`src/design/timer8_pkg.sv`:
```
// timer8_pkg: constants shared by the 8-bit waveform timer.
// assumes nothing beyond a SystemVerilog compiler.
package timer8_pkg;
    localparam int CNT_W = 8;
    localparam logic [7:0] CNT_BOTTOM = 8'h00;
    localparam logic [7:0] CNT_MAX = 8'hFF;
    localparam logic [7:0] CNT_RST = 8'h00;
    localparam logic [7:0] CMP_RST = 8'h00;
    localparam logic [2:0] WGM_NORMAL = 3'h0;
    localparam logic [2:0] WGM_PC_FF = 3'h1;
    localparam logic [2:0] WGM_CTC = 3'h2;
    localparam logic [2:0] WGM_FAST_FF = 3'h3;
    localparam logic [2:0] WGM_RES4 = 3'h4;
    localparam logic [2:0] WGM_PC_OCA = 3'h5;
    localparam logic [2:0] WGM_RES6 = 3'h6;
    localparam logic [2:0] WGM_FAST_OCA = 3'h7;
    localparam logic [1:0] ACT_NONE = 2'h0;
    localparam logic [1:0] ACT_TOGGLE = 2'h1;
    localparam logic [1:0] ACT_CLEAR = 2'h2;
    localparam logic [1:0] ACT_SET = 2'h3;
    localparam int WGM_BIT2 = 2;
    localparam int PRESC_DIV1 = 1;
    localparam int PRESC_DIV8 = 8;
    localparam int PRESC_DIV64 = 64;
    localparam int PRESC_DIV256 = 256;
    localparam int PRESC_DIV1024 = 1024;
    localparam logic [2:0] CS_STOP = 3'h0;
    localparam logic [2:0] CS_DIV1 = 3'h1;
    localparam logic [2:0] CS_DIV8 = 3'h2;
    localparam logic [2:0] CS_DIV64 = 3'h3;
    localparam logic [2:0] CS_DIV256 = 3'h4;
    localparam logic [2:0] CS_DIV1024 = 3'h5;
    typedef enum logic [1:0] {MODE_NORMAL, MODE_CTC, MODE_FAST, MODE_PC}
        mode_t;
endpackage

```
`src/design/timer8_wave_unit.sv`:
```
// timer8_wave_unit: one compare channel, its double buffer and wave state.
// assumes count, direction and top/bottom strobes from the counter.
`timescale 1ns/1ps
`default_nettype none
module timer8_wave_unit
    import timer8_pkg::*;
#(
    parameter bit TOGGLE_OK = 1'b1
) (
    input wire logic core_clk_i,
    input wire logic rst_n_i,
    input wire logic tick_i,
    input wire logic [1:0] mode_i,
    input wire logic wgm_bit2_i,
    input wire logic [1:0] action_i,
    input wire logic [7:0] cmp_buf_i,
    input wire logic [7:0] count_i,
    input wire logic [7:0] top_i,
    input wire logic down_i,
    input wire logic at_top_i,
    input wire logic at_bottom_i,
    input wire logic block_i,
    input wire logic reserved_i,
    output logic [7:0] cmp_o,
    output logic match_o,
    output logic wave_o
);
    logic load_now;
    logic is_pwm;
    logic hit;
    logic at_max;
    logic wave_next;
    logic wave_reg;
    logic [7:0] cmp_reg;

    assign is_pwm = (mode_i == MODE_FAST) || (mode_i == MODE_PC);
    // pwm compare value loads only at top (fast) or top (dual slope)
    assign load_now = !is_pwm || (tick_i && at_top_i); // [RL13]
    assign hit = (count_i == cmp_reg) && !block_i && !reserved_i; // [RL25]
    assign at_max = (cmp_reg == top_i);

    always_ff @(posedge core_clk_i or negedge rst_n_i) begin
        if (!rst_n_i) begin
            cmp_reg <= CMP_RST;
        end else if (load_now) begin
            cmp_reg <= cmp_buf_i; // [RL2] [RL13]
        end
    end

    always_comb begin
        wave_next = wave_reg;
        if (!reserved_i) begin // [RL26]
            case (mode_i)
                MODE_NORMAL, MODE_CTC: begin
                    if (hit) begin
                        case (action_i)
                            ACT_TOGGLE: wave_next = !wave_reg; // [RL4]
                            ACT_CLEAR: wave_next = 1'b0;
                            ACT_SET: wave_next = 1'b1;
                            default: wave_next = wave_reg;
                        endcase
                    end
                end
                MODE_FAST: begin
                    if (action_i == ACT_TOGGLE) begin
                        if (hit && TOGGLE_OK && wgm_bit2_i) begin
                            wave_next = !wave_reg; // [RL12]
                        end
                    end else if (action_i[1]) begin
                        // a match at top is ignored; only the top strobe drives it
                        if (at_top_i) begin
                            wave_next = !action_i[0]; // [RL10] [RL15]
                        end else if (hit) begin
                            wave_next = action_i[0]; // [RL10]
                        end
                    end
                end
                MODE_PC: begin
                    if (action_i == ACT_TOGGLE) begin
                        if (hit && TOGGLE_OK && wgm_bit2_i) begin
                            wave_next = !wave_reg; // [RL12]
                        end
                    end else if (action_i[1]) begin
                        if (at_bottom_i) begin
                            // symmetric edge at bottom without a match
                            wave_next = !action_i[0]; // [RL22]
                            if (cmp_reg == CNT_BOTTOM) begin
                                wave_next = action_i[0]; // [RL21]
                            end
                        end else if (hit && at_max) begin
                            wave_next = !action_i[0]; // [RL21]
                        end else if (hit) begin
                            wave_next = down_i ? !action_i[0]
                                               : action_i[0]; // [RL19]
                        end
                    end
                end
                default: wave_next = wave_reg;
            endcase
        end
    end

    always_ff @(posedge core_clk_i or negedge rst_n_i) begin
        if (!rst_n_i) begin
            wave_reg <= 1'b0;
        end else if (tick_i) begin
            wave_reg <= wave_next;
        end
    end

    assign cmp_o = cmp_reg;
    assign match_o = hit;
    assign wave_o = wave_reg;
endmodule
`default_nettype wire

```
`src/design/timer8_waveform_modes.sv`:
```
// timer8_waveform_modes: 8-bit timer with ctc, fast and dual-slope pwm.
// assumes control bits held steady by software logic on core_clk_i;
// pin direction bits arrive from the port block on the same clock.
// How it works
// RL1: mode 2 clears count at compare A
// RL2: ctc compare A unbuffered; late write wraps
// RL3: ctc sets compare A flag at top
// RL4: ctc action 1 toggles wave A
// RL5: toggle frequency clk/(2N(1+compare))
// RL6: pin driven only when direction is output
// RL7: ctc overflow flag on MAX to zero
// RL8: modes 3,7 fast pwm, top FF or A
// RL9: fast pwm clears count after top
// RL10: action 2 clear/set, 3 set/clear
// RL11: fast pwm overflow flag at top
// RL12: pwm toggle only A with bit2 set
// RL13: pwm compare values double buffered
// RL14: prescale 1,8,64,256,1024; 256-clock period
// RL15: fast extremes: spike or constant level
// RL16: modes 1,5 dual slope, top FF or A
// RL17: dual slope reverses, holds top once
// RL18: dual slope overflow flag at bottom
// RL19: dual slope up clears, down sets
// RL20: dual slope period 510 clocks
// RL21: dual slope extremes hold constant level
// RL22: dual slope bottom edge keeps symmetry
// RL23: mode 0 counts up and wraps
// RL24: compare flag next tick, one clears
// RL25: count write blocks next match
// RL26: modes 4,6 count normally, no outputs
`timescale 1ns/1ps
`default_nettype none
module timer8_waveform_modes
    import timer8_pkg::*;
(
    input wire logic core_clk_i,
    input wire logic rst_n_i,
    input wire logic [2:0] clock_select_i,
    input wire logic [2:0] waveform_select_field_i,
    input wire logic [1:0] output_action_a_i,
    input wire logic [1:0] output_action_b_i,
    input wire logic [7:0] compare_value_a_i,
    input wire logic [7:0] compare_value_b_i,
    input wire logic count_wr_i,
    input wire logic [7:0] count_wr_data_i,
    input wire logic flag_clr_ovf_i,
    input wire logic flag_clr_a_i,
    input wire logic flag_clr_b_i,
    input wire logic dir_out_a_i,
    input wire logic dir_out_b_i,
    output logic [7:0] timer_count_value_o,
    output logic overflow_flag_o,
    output logic compare_a_flag_o,
    output logic compare_b_flag_o,
    output logic wave_out_a_o,
    output logic wave_out_a_oe_o,
    output logic wave_out_b_o,
    output logic wave_out_b_oe_o
);
    logic rst_s1_reg;
    logic rst_s2_reg;
    logic rst_n;
    logic [9:0] presc_reg;
    logic tick;
    logic tick_reg;
    mode_t mode;
    logic reserved;
    logic [7:0] top;
    logic [7:0] count_reg;
    logic [7:0] count_next;
    logic down_reg;
    logic down_next;
    logic at_top;
    logic at_bottom;
    logic block_reg;
    logic [7:0] cmp_a;
    logic [7:0] cmp_b;
    logic match_a;
    logic match_b;
    logic wave_a;
    logic wave_b;
    logic ovf_set;
    logic ovf_reg;
    logic cfa_reg;
    logic cfb_reg;

    always_ff @(posedge core_clk_i or negedge rst_n_i) begin
        if (!rst_n_i) begin
            rst_s1_reg <= 1'b0;
            rst_s2_reg <= 1'b0;
        end else begin
            rst_s1_reg <= 1'b1;
            rst_s2_reg <= rst_s1_reg;
        end
    end
    assign rst_n = rst_s2_reg;

    // prescaler: one-cycle enable every N core clocks
    always_ff @(posedge core_clk_i or negedge rst_n) begin
        if (!rst_n) begin
            presc_reg <= 10'h000;
        end else begin
            presc_reg <= presc_reg + 10'h001;
        end
    end

    always_comb begin
        case (clock_select_i)
            CS_DIV1: tick = 1'b1; // [RL14]
            CS_DIV8: tick = presc_reg[2:0] == 3'h7;
            CS_DIV64: tick = presc_reg[5:0] == 6'h3F;
            CS_DIV256: tick = presc_reg[7:0] == 8'hFF;
            CS_DIV1024: tick = presc_reg == 10'h3FF;
            default: tick = 1'b0;
        endcase
    end

    always_comb begin
        reserved = 1'b0;
        case (waveform_select_field_i)
            WGM_CTC: mode = MODE_CTC;
            WGM_FAST_FF, WGM_FAST_OCA: mode = MODE_FAST; // [RL8]
            WGM_PC_FF, WGM_PC_OCA: mode = MODE_PC; // [RL16]
            WGM_RES4, WGM_RES6: begin
                mode = MODE_NORMAL; // [RL26]
                reserved = 1'b1;
            end
            default: mode = MODE_NORMAL; // [RL23]
        endcase
    end

    // in ctc the unbuffered compare value is top [RL1]
    assign top = (waveform_select_field_i[WGM_BIT2] ||
                  mode == MODE_CTC) ? cmp_a : CNT_MAX;
    assign at_top = (count_reg == top);
    assign at_bottom = (count_reg == CNT_BOTTOM);

    always_comb begin
        count_next = count_reg + 8'h01;
        down_next = down_reg;
        case (mode)
            MODE_CTC: begin
                // a top below the count is missed until wrap [RL2]
                // the clear is a compare match, so a count write skips it
                if (at_top && !block_reg) begin
                    count_next = CNT_BOTTOM; // [RL1] [RL5] [RL25]
                end
            end
            MODE_FAST: begin
                if (at_top) begin
                    count_next = CNT_BOTTOM; // [RL9]
                end
            end
            MODE_PC: begin
                // top and bottom each held one tick: 510 per period
                if (!down_reg && at_top) begin
                    down_next = 1'b1; // [RL17] [RL20]
                    count_next = count_reg - 8'h01;
                end else if (down_reg && at_bottom) begin
                    down_next = 1'b0;
                    count_next = count_reg + 8'h01;
                end else if (down_reg) begin
                    count_next = count_reg - 8'h01;
                end
                if (top == CNT_BOTTOM) begin
                    count_next = CNT_BOTTOM;
                end
            end
            default: count_next = count_reg + 8'h01; // [RL23]
        endcase
        if (mode != MODE_PC) begin
            down_next = 1'b0;
        end
    end

    always_ff @(posedge core_clk_i or negedge rst_n) begin
        if (!rst_n) begin
            count_reg <= CNT_RST;
            down_reg <= 1'b0;
        end else if (count_wr_i) begin
            count_reg <= count_wr_data_i;
        end else if (tick) begin
            count_reg <= count_next;
            down_reg <= down_next;
        end
    end

    // block lasts until the next timer tick has passed
    always_ff @(posedge core_clk_i or negedge rst_n) begin
        if (!rst_n) begin
            block_reg <= 1'b0;
        end else if (count_wr_i) begin
            block_reg <= 1'b1; // [RL25]
        end else if (tick) begin
            block_reg <= 1'b0;
        end
    end

    timer8_wave_unit #(
        .TOGGLE_OK(1'b1)
    ) u_wave_a (
        .core_clk_i(core_clk_i),
        .rst_n_i(rst_n),
        .tick_i(tick),
        .mode_i(mode),
        .wgm_bit2_i(waveform_select_field_i[WGM_BIT2]),
        .action_i(output_action_a_i),
        .cmp_buf_i(compare_value_a_i),
        .count_i(count_reg),
        .top_i(top),
        .down_i(down_reg),
        .at_top_i(at_top),
        .at_bottom_i(at_bottom),
        .block_i(block_reg),
        .reserved_i(reserved),
        .cmp_o(cmp_a),
        .match_o(match_a),
        .wave_o(wave_a)
    );

    timer8_wave_unit #(
        .TOGGLE_OK(1'b0)
    ) u_wave_b (
        .core_clk_i(core_clk_i),
        .rst_n_i(rst_n),
        .tick_i(tick),
        .mode_i(mode),
        .wgm_bit2_i(waveform_select_field_i[WGM_BIT2]),
        .action_i(output_action_b_i),
        .cmp_buf_i(compare_value_b_i),
        .count_i(count_reg),
        .top_i(top),
        .down_i(down_reg),
        .at_top_i(at_top),
        .at_bottom_i(at_bottom),
        .block_i(block_reg),
        .reserved_i(reserved),
        .cmp_o(cmp_b),
        .match_o(match_b),
        .wave_o(wave_b)
    );

    always_comb begin
        case (mode)
            MODE_FAST: ovf_set = at_top; // [RL11]
            MODE_PC: ovf_set = at_bottom && down_reg; // [RL18]
            default: ovf_set = (count_reg == CNT_MAX) &&
                               (count_next == CNT_BOTTOM); // [RL7]
        endcase
    end

    // flags: a set in the clearing cycle wins
    always_ff @(posedge core_clk_i or negedge rst_n) begin
        if (!rst_n) begin
            ovf_reg <= 1'b0;
            cfa_reg <= 1'b0;
            cfb_reg <= 1'b0;
        end else begin
            ovf_reg <= (tick && ovf_set) ||
                       (ovf_reg && !flag_clr_ovf_i);
            cfa_reg <= (tick && match_a) ||
                       (cfa_reg && !flag_clr_a_i); // [RL3] [RL24]
            cfb_reg <= (tick && match_b) ||
                       (cfb_reg && !flag_clr_b_i); // [RL24]
        end
    end

    always_ff @(posedge core_clk_i or negedge rst_n) begin
        if (!rst_n) begin
            tick_reg <= 1'b0;
            timer_count_value_o <= CNT_RST;
            wave_out_a_o <= 1'b0;
            wave_out_b_o <= 1'b0;
            wave_out_a_oe_o <= 1'b0;
            wave_out_b_oe_o <= 1'b0;
        end else begin
            tick_reg <= tick;
            timer_count_value_o <= count_reg;
            wave_out_a_o <= wave_a;
            wave_out_b_o <= wave_b;
            wave_out_a_oe_o <= dir_out_a_i &&
                               (output_action_a_i != ACT_NONE); // [RL6]
            wave_out_b_oe_o <= dir_out_b_i &&
                               (output_action_b_i != ACT_NONE); // [RL6]
        end
    end
    assign overflow_flag_o = ovf_reg;
    assign compare_a_flag_o = cfa_reg;
    assign compare_b_flag_o = cfb_reg;

    a_ctc_clear: assert property (@(posedge core_clk_i) disable iff (!rst_n)
        (tick && mode == MODE_CTC && count_reg == cmp_a && !count_wr_i
         && !block_reg)
        |=> count_reg == CNT_BOTTOM) else $error("ctc did not clear"); // [RL1]
    a_cfa_set: assert property (@(posedge core_clk_i) disable iff (!rst_n)
        (tick && match_a) |=> cfa_reg) else $error("flag a not set"); // [RL3]
    a_fast_wrap: assert property (@(posedge core_clk_i) disable iff (!rst_n)
        (tick && mode == MODE_FAST && at_top && !count_wr_i)
        |=> count_reg == CNT_BOTTOM) else $error("fast no wrap"); // [RL9]
    a_fast_ovf: assert property (@(posedge core_clk_i) disable iff (!rst_n)
        (tick && mode == MODE_FAST && at_top) |=> ovf_reg)
        else $error("fast ovf missing"); // [RL11]
    a_pc_ovf: assert property (@(posedge core_clk_i) disable iff (!rst_n)
        (tick && mode == MODE_PC && at_bottom && down_reg) |=> ovf_reg)
        else $error("pc ovf missing"); // [RL18]
    a_pc_turn: assert property (@(posedge core_clk_i) disable iff (!rst_n)
        (tick && mode == MODE_PC && !down_reg && at_top && !count_wr_i
         && top != CNT_BOTTOM) |=> down_reg) else $error("no turn"); // [RL17]
    a_write_block: assert property (@(posedge core_clk_i) disable iff (!rst_n)
        count_wr_i |=> !match_a && !match_b) else $error("unblocked"); // [RL25]
    a_oe_gate: assert property (@(posedge core_clk_i) disable iff (!rst_n)
        !dir_out_a_i |=> !wave_out_a_oe_o) else $error("oe leak"); // [RL6]
endmodule
`default_nettype wire

```
`config.mk`:
```
export PLATFORM = sky130hd
export DESIGN_NAME = timer8_waveform_modes
export DESIGN_NICKNAME = d
export VERILOG_FILES = /design/src/design/timer8_pkg.sv /design/src/design/timer8_wave_unit.sv /design/src/design/timer8_waveform_modes.sv
export SDC_FILE = /design/constraint.sdc
export NUM_CORES = 1
export LEC_CHECK = 0
export BUFFER_PORTS_ARGS = -buffer_cell sky130_fd_sc_hd__buf_2
export CAP_MARGIN = 20
export CORE_MARGIN = 2
export CORE_UTILIZATION = 60
export CTS_CLUSTER_SIZE = 12
export DETAILED_ROUTE_END_ITERATION = 8
export PLACE_DENSITY = 0.81
export SETUP_SLACK_MARGIN = 0.5
export SLEW_MARGIN = 20
export SYNTH_ARGS = -nofsm -noshare
export SYNTH_HDL_FRONTEND = slang
export SYNTH_SLANG_ARGS = --single-unit
```
`constraint.sdc`:
```
create_clock -name core_clk_i -period 4.1 [get_ports core_clk_i]
set_input_delay 0.82 -clock core_clk_i [delete_from_list [all_inputs] [get_ports core_clk_i]]
set_output_delay 0.82 -clock core_clk_i [all_outputs]
set_load 0.01 [all_outputs]
```
==> out/qor_table.md <==
| Metric | Reported |
|:---|:---|
| Min Tclk post-route | 3.06 ns |
| Deepest level of the CTS H-tree | 2 |
| R2R depth | 7 |
| Transition at the pin with the smallest max-transition slack | 0.700 ns |
| Number of antenna violations at the first check in global routing | 0 |
| Detailed placer's ending HPWL | 6780 um |
| Synthesized area per cell | 9.16 sq um |
| Commonest cells in the netlist | 55 x sky130_fd_sc_hd__dfrtp_1, 34 x sky130_fd_sc_hd__nand2_1, 29 x sky130_fd_sc_hd__nor2_1 |
| Final Hold Vio Count | 0 |
| Number of global-route vias before repair | 3,223 |
| Instance count of the mapped netlist | 410 |
| Async S/R FF share, synth | 1.00 |
| Routed wire length per instance | 17.7 um |
| DP Worst Slack | 0.788 ns |
| Top_reg_cell synth | sky130_fd_sc_hd__dfrtp_1 |
| Total of max-cap violations | 0 |
| Die Width | 83.1 um |
| TritonCTS clock tree | done |
| Worst reg2reg path startpoint | count_reg[0] |
| Fraction of final layout cells sized beyond drive strength 1 | 0.184 |
| Clock slew at the register clock pins of the worst setup and hold paths | 0.09 ns |
| Synth top area cells | sky130_fd_sc_hd__dfrtp_1 37%, sky130_fd_sc_hd__xnor2_1 4.9%, sky130_fd_sc_hd__ha_1 3.7% |
| Antenna diodes | 0 |
| CP max-delay cell | sky130_fd_sc_hd__a21oi_1 |
| Post-detailed-route DRC marker count | 0 |
| Cell-by-cell listing of the critical path | buf_2 -> nand2b_2 -> o211ai_1 -> a221oi_1 -> nand4_1 -> a21oi_1 -> o41ai_1 -> a211o_1 |
| Post-cts gate resize count | 0 |
| Remaining max-slew budget at the tightest pin | 0.534 |
| Flip-flop count of the largest register, all copies and words added | 10 |
| Maximum number of pins on one net before global-route repair | 54 |
| Top fanout value on the critical path | 20 |
| Number of flops mapped to enable cells by yosys | 0 |
| Syn Std Cell Area | 3760 sq um |
| Share of the yosys chip area belonging to registers | 0.366 |
| Number of nets in the layout | 503 |
| Height of the chip | 83.1 um |
| PwrDens | 326 nW/um^2 |
| Number of clock sinks | 55 |
| Class of the most critical hold timing path | primary input to asynchronous set/reset pin |
| Period Utilization, post-route | 0.747 |
| Count of hold buffers inserted by post-cts repair | 0 |
| Library cell with the largest summed area after synthesis | sky130_fd_sc_hd__dfrtp_1 |
| Drt pass-1 iters | 5 |
| Area used by multi-input combinational logic | 2170 sq um |
| Initial Utilization | 0.627 |
| Critical Path Max Stage Delay | 0.60 ns |
| Summed area of non-filler cells in the final layout | 4100 sq um |
| Insertion delay of the later-clocked pin in the worst-skew pair | 0.31 ns |
| Flip-flop and latch area | 1380 sq um |
| Vias per cell | 6.35 |
| Worst vdd ir | 195 uV |
| Instance count on the critical path | 8 |
| Overall power of the completed layout | 1340 uW |
| Sort of element at the end of the critical path | flip-flop |
| # IOs | 57 |
| Largest delay contributor family on the critical path | compound AO/OA/AOI/OAI gates |
| Setup repair after global routing missed its margin | false |
| Most common cell in the synthesized netlist | sky130_fd_sc_hd__dfrtp_1 |
| Violation count after the first detailed-routing iteration | 388 |
| Worst EP required | 4.30 ns |
| Final hold slack | 0.272 ns |
| Count of state elements after synthesis | 55 |
| Buffers inserted by post-CTS timing repair | 0 |
| Final weighted congestion in routability-driven placement | 0.973 |
| Number of warnings reported in the yosys synthesis log | 0 |
| Total of fill cells in the finished design | 495 |
| Floorplan die area | 6910 sq um |
| Synthesis-to-layout area growth | 9.16% |
| Fmax | 0.327 GHz |
| Via Count | 3,335 |
| Startpoint class of the critical path | primary input |
| First-pass GRT wire length | 15,900 um |
| FF-to-FF End | overflow_flag_o |
| Aggregate global routing overflow | 0 |
| Classification of the worst setup path | primary input to flip-flop |
| Yosys top cell area share | 0.366 |
| Total global routing track utilization | 0.282 |
| TritonCTS Buffers | 5 |
| Area of the core region | 5990 sq um |
| Leakage | 0.00177 uW |
| Buffer type at the clock tree root | sky130_fd_sc_hd__clkbuf_8 |
| Synthesized Nets | 463 |
| Clock Tree Buf Depth | 2 |
| Number of buffers and inverters on the critical path | 1 |
| Minimum setup slack in the final design | 1.04 ns |
| Outcome | completed |
| Count of nets left with antenna violations after detail routing | 0 |
| Routed wire length | 9280 um |
| Setup Viol. Count Final | 0 |
| Setup Total Neg Slack | 0 ns |
| Arrival time worst endpoint | 3.27 ns |
| Cell area after placement | 4020 sq um |
| Count of different cell masters after synthesis | 72 |
| IO Port Bufs | 56 |
| Number of rows created at floorplan | 28 |
| Layout Skew | 0.00629 ns |
| Reg-to-reg slack, setup | 1.08 ns |
| Number of pins exceeding their max-slew limit in the final report | 0 |
## routing by layer
metal	GRT usage	part of all wire
met1	0.402	0.45
met4	0.0626	0.016
met3	0.0507	0.071
met5	0	0
met2	0.450	0.46
## area by class of cell
type,instances,area share
Inverter,20,0.0183
Sequential cell,55,0.336
Clock buffer,7,0.0186
Timing Repair Buffer,59,0.0738
Multi-Input combinational cell,309,0.530
Tap cell,75,0.0229
## report_power, final
group | switching [uW] | total [uW] | internal [uW]
registers | 103 | 692 | 590
clock network | 167 | 285 | 118
logic | 193 | 361 | 168
total | 463 | 1340 | 876
## worst max-delay path by stage
stage	from	to	slack (ns)
final	waveform_select_field_i[0]	overflow_flag_o	1.04
after global routing	waveform_select_field_i[0]	overflow_flag_o	0.85
after CTS	waveform_select_field_i[0]	count_reg[7]	1.10
after detailed placement	waveform_select_field_i[0]	count_reg[7]	0.79
after global placement	waveform_select_field_i[0]	count_reg[7]	0.88
after floorplan	waveform_select_field_i[0]	u_wave_a.cmp_o[0]	1.18
## through the flow
step                      instances   util
final                           525  0.684
after global routing            525  0.684
after CTS                       525  0.684
after detailed placement        518  0.672
after global placement          518  0.672
after floorplan                 410      -
## logic make-up (layout without fill, tap and decap cells)
kind of cell | count (synthesis) | after routing | share of synthesized area
fa+ha+maj | 11 | 11 | 0.0366
xor+xnor | 35 | 35 | 0.0816
mux | 18 | 18 | 0.0533
flops | 55 | 55 | 0.366
other cells | 1 | 1 | 0.000998
buf+inv | 46 | 86 | 0.0546
simple gates | 139 | 139 | 0.201
compound gates | 105 | 105 | 0.205
## cell usage in the layout (no fill, tap or decap), types with 4 or more instances in the layout
cell                       count
sky130_fd_sc_hd__a21oi_1      19
sky130_fd_sc_hd__a22oi_1       5
sky130_fd_sc_hd__a31oi_1       5
sky130_fd_sc_hd__and2_1        4
sky130_fd_sc_hd__buf_2        56
sky130_fd_sc_hd__clkbuf_8      5
sky130_fd_sc_hd__dfrtp_1      54
sky130_fd_sc_hd__ha_1         11
sky130_fd_sc_hd__inv_1        19
sky130_fd_sc_hd__mux2_1       10
sky130_fd_sc_hd__mux2_2        6
sky130_fd_sc_hd__nand2_1      34
sky130_fd_sc_hd__nand2b_1      4
sky130_fd_sc_hd__nand3_1      14
sky130_fd_sc_hd__nand4_1       6
sky130_fd_sc_hd__nor2_1       29
sky130_fd_sc_hd__nor2b_1       4
sky130_fd_sc_hd__nor3_1        8
sky130_fd_sc_hd__nor4_1        8
sky130_fd_sc_hd__o211ai_1      5
sky130_fd_sc_hd__o21a_1        4
sky130_fd_sc_hd__o21ai_0      15
sky130_fd_sc_hd__o22a_1        5
sky130_fd_sc_hd__o22ai_1       5
sky130_fd_sc_hd__o31a_1        4
sky130_fd_sc_hd__or4_1         4
sky130_fd_sc_hd__xnor2_1      21
sky130_fd_sc_hd__xor2_1       14
Note: power is estimated with default switching activity, not from simulation.
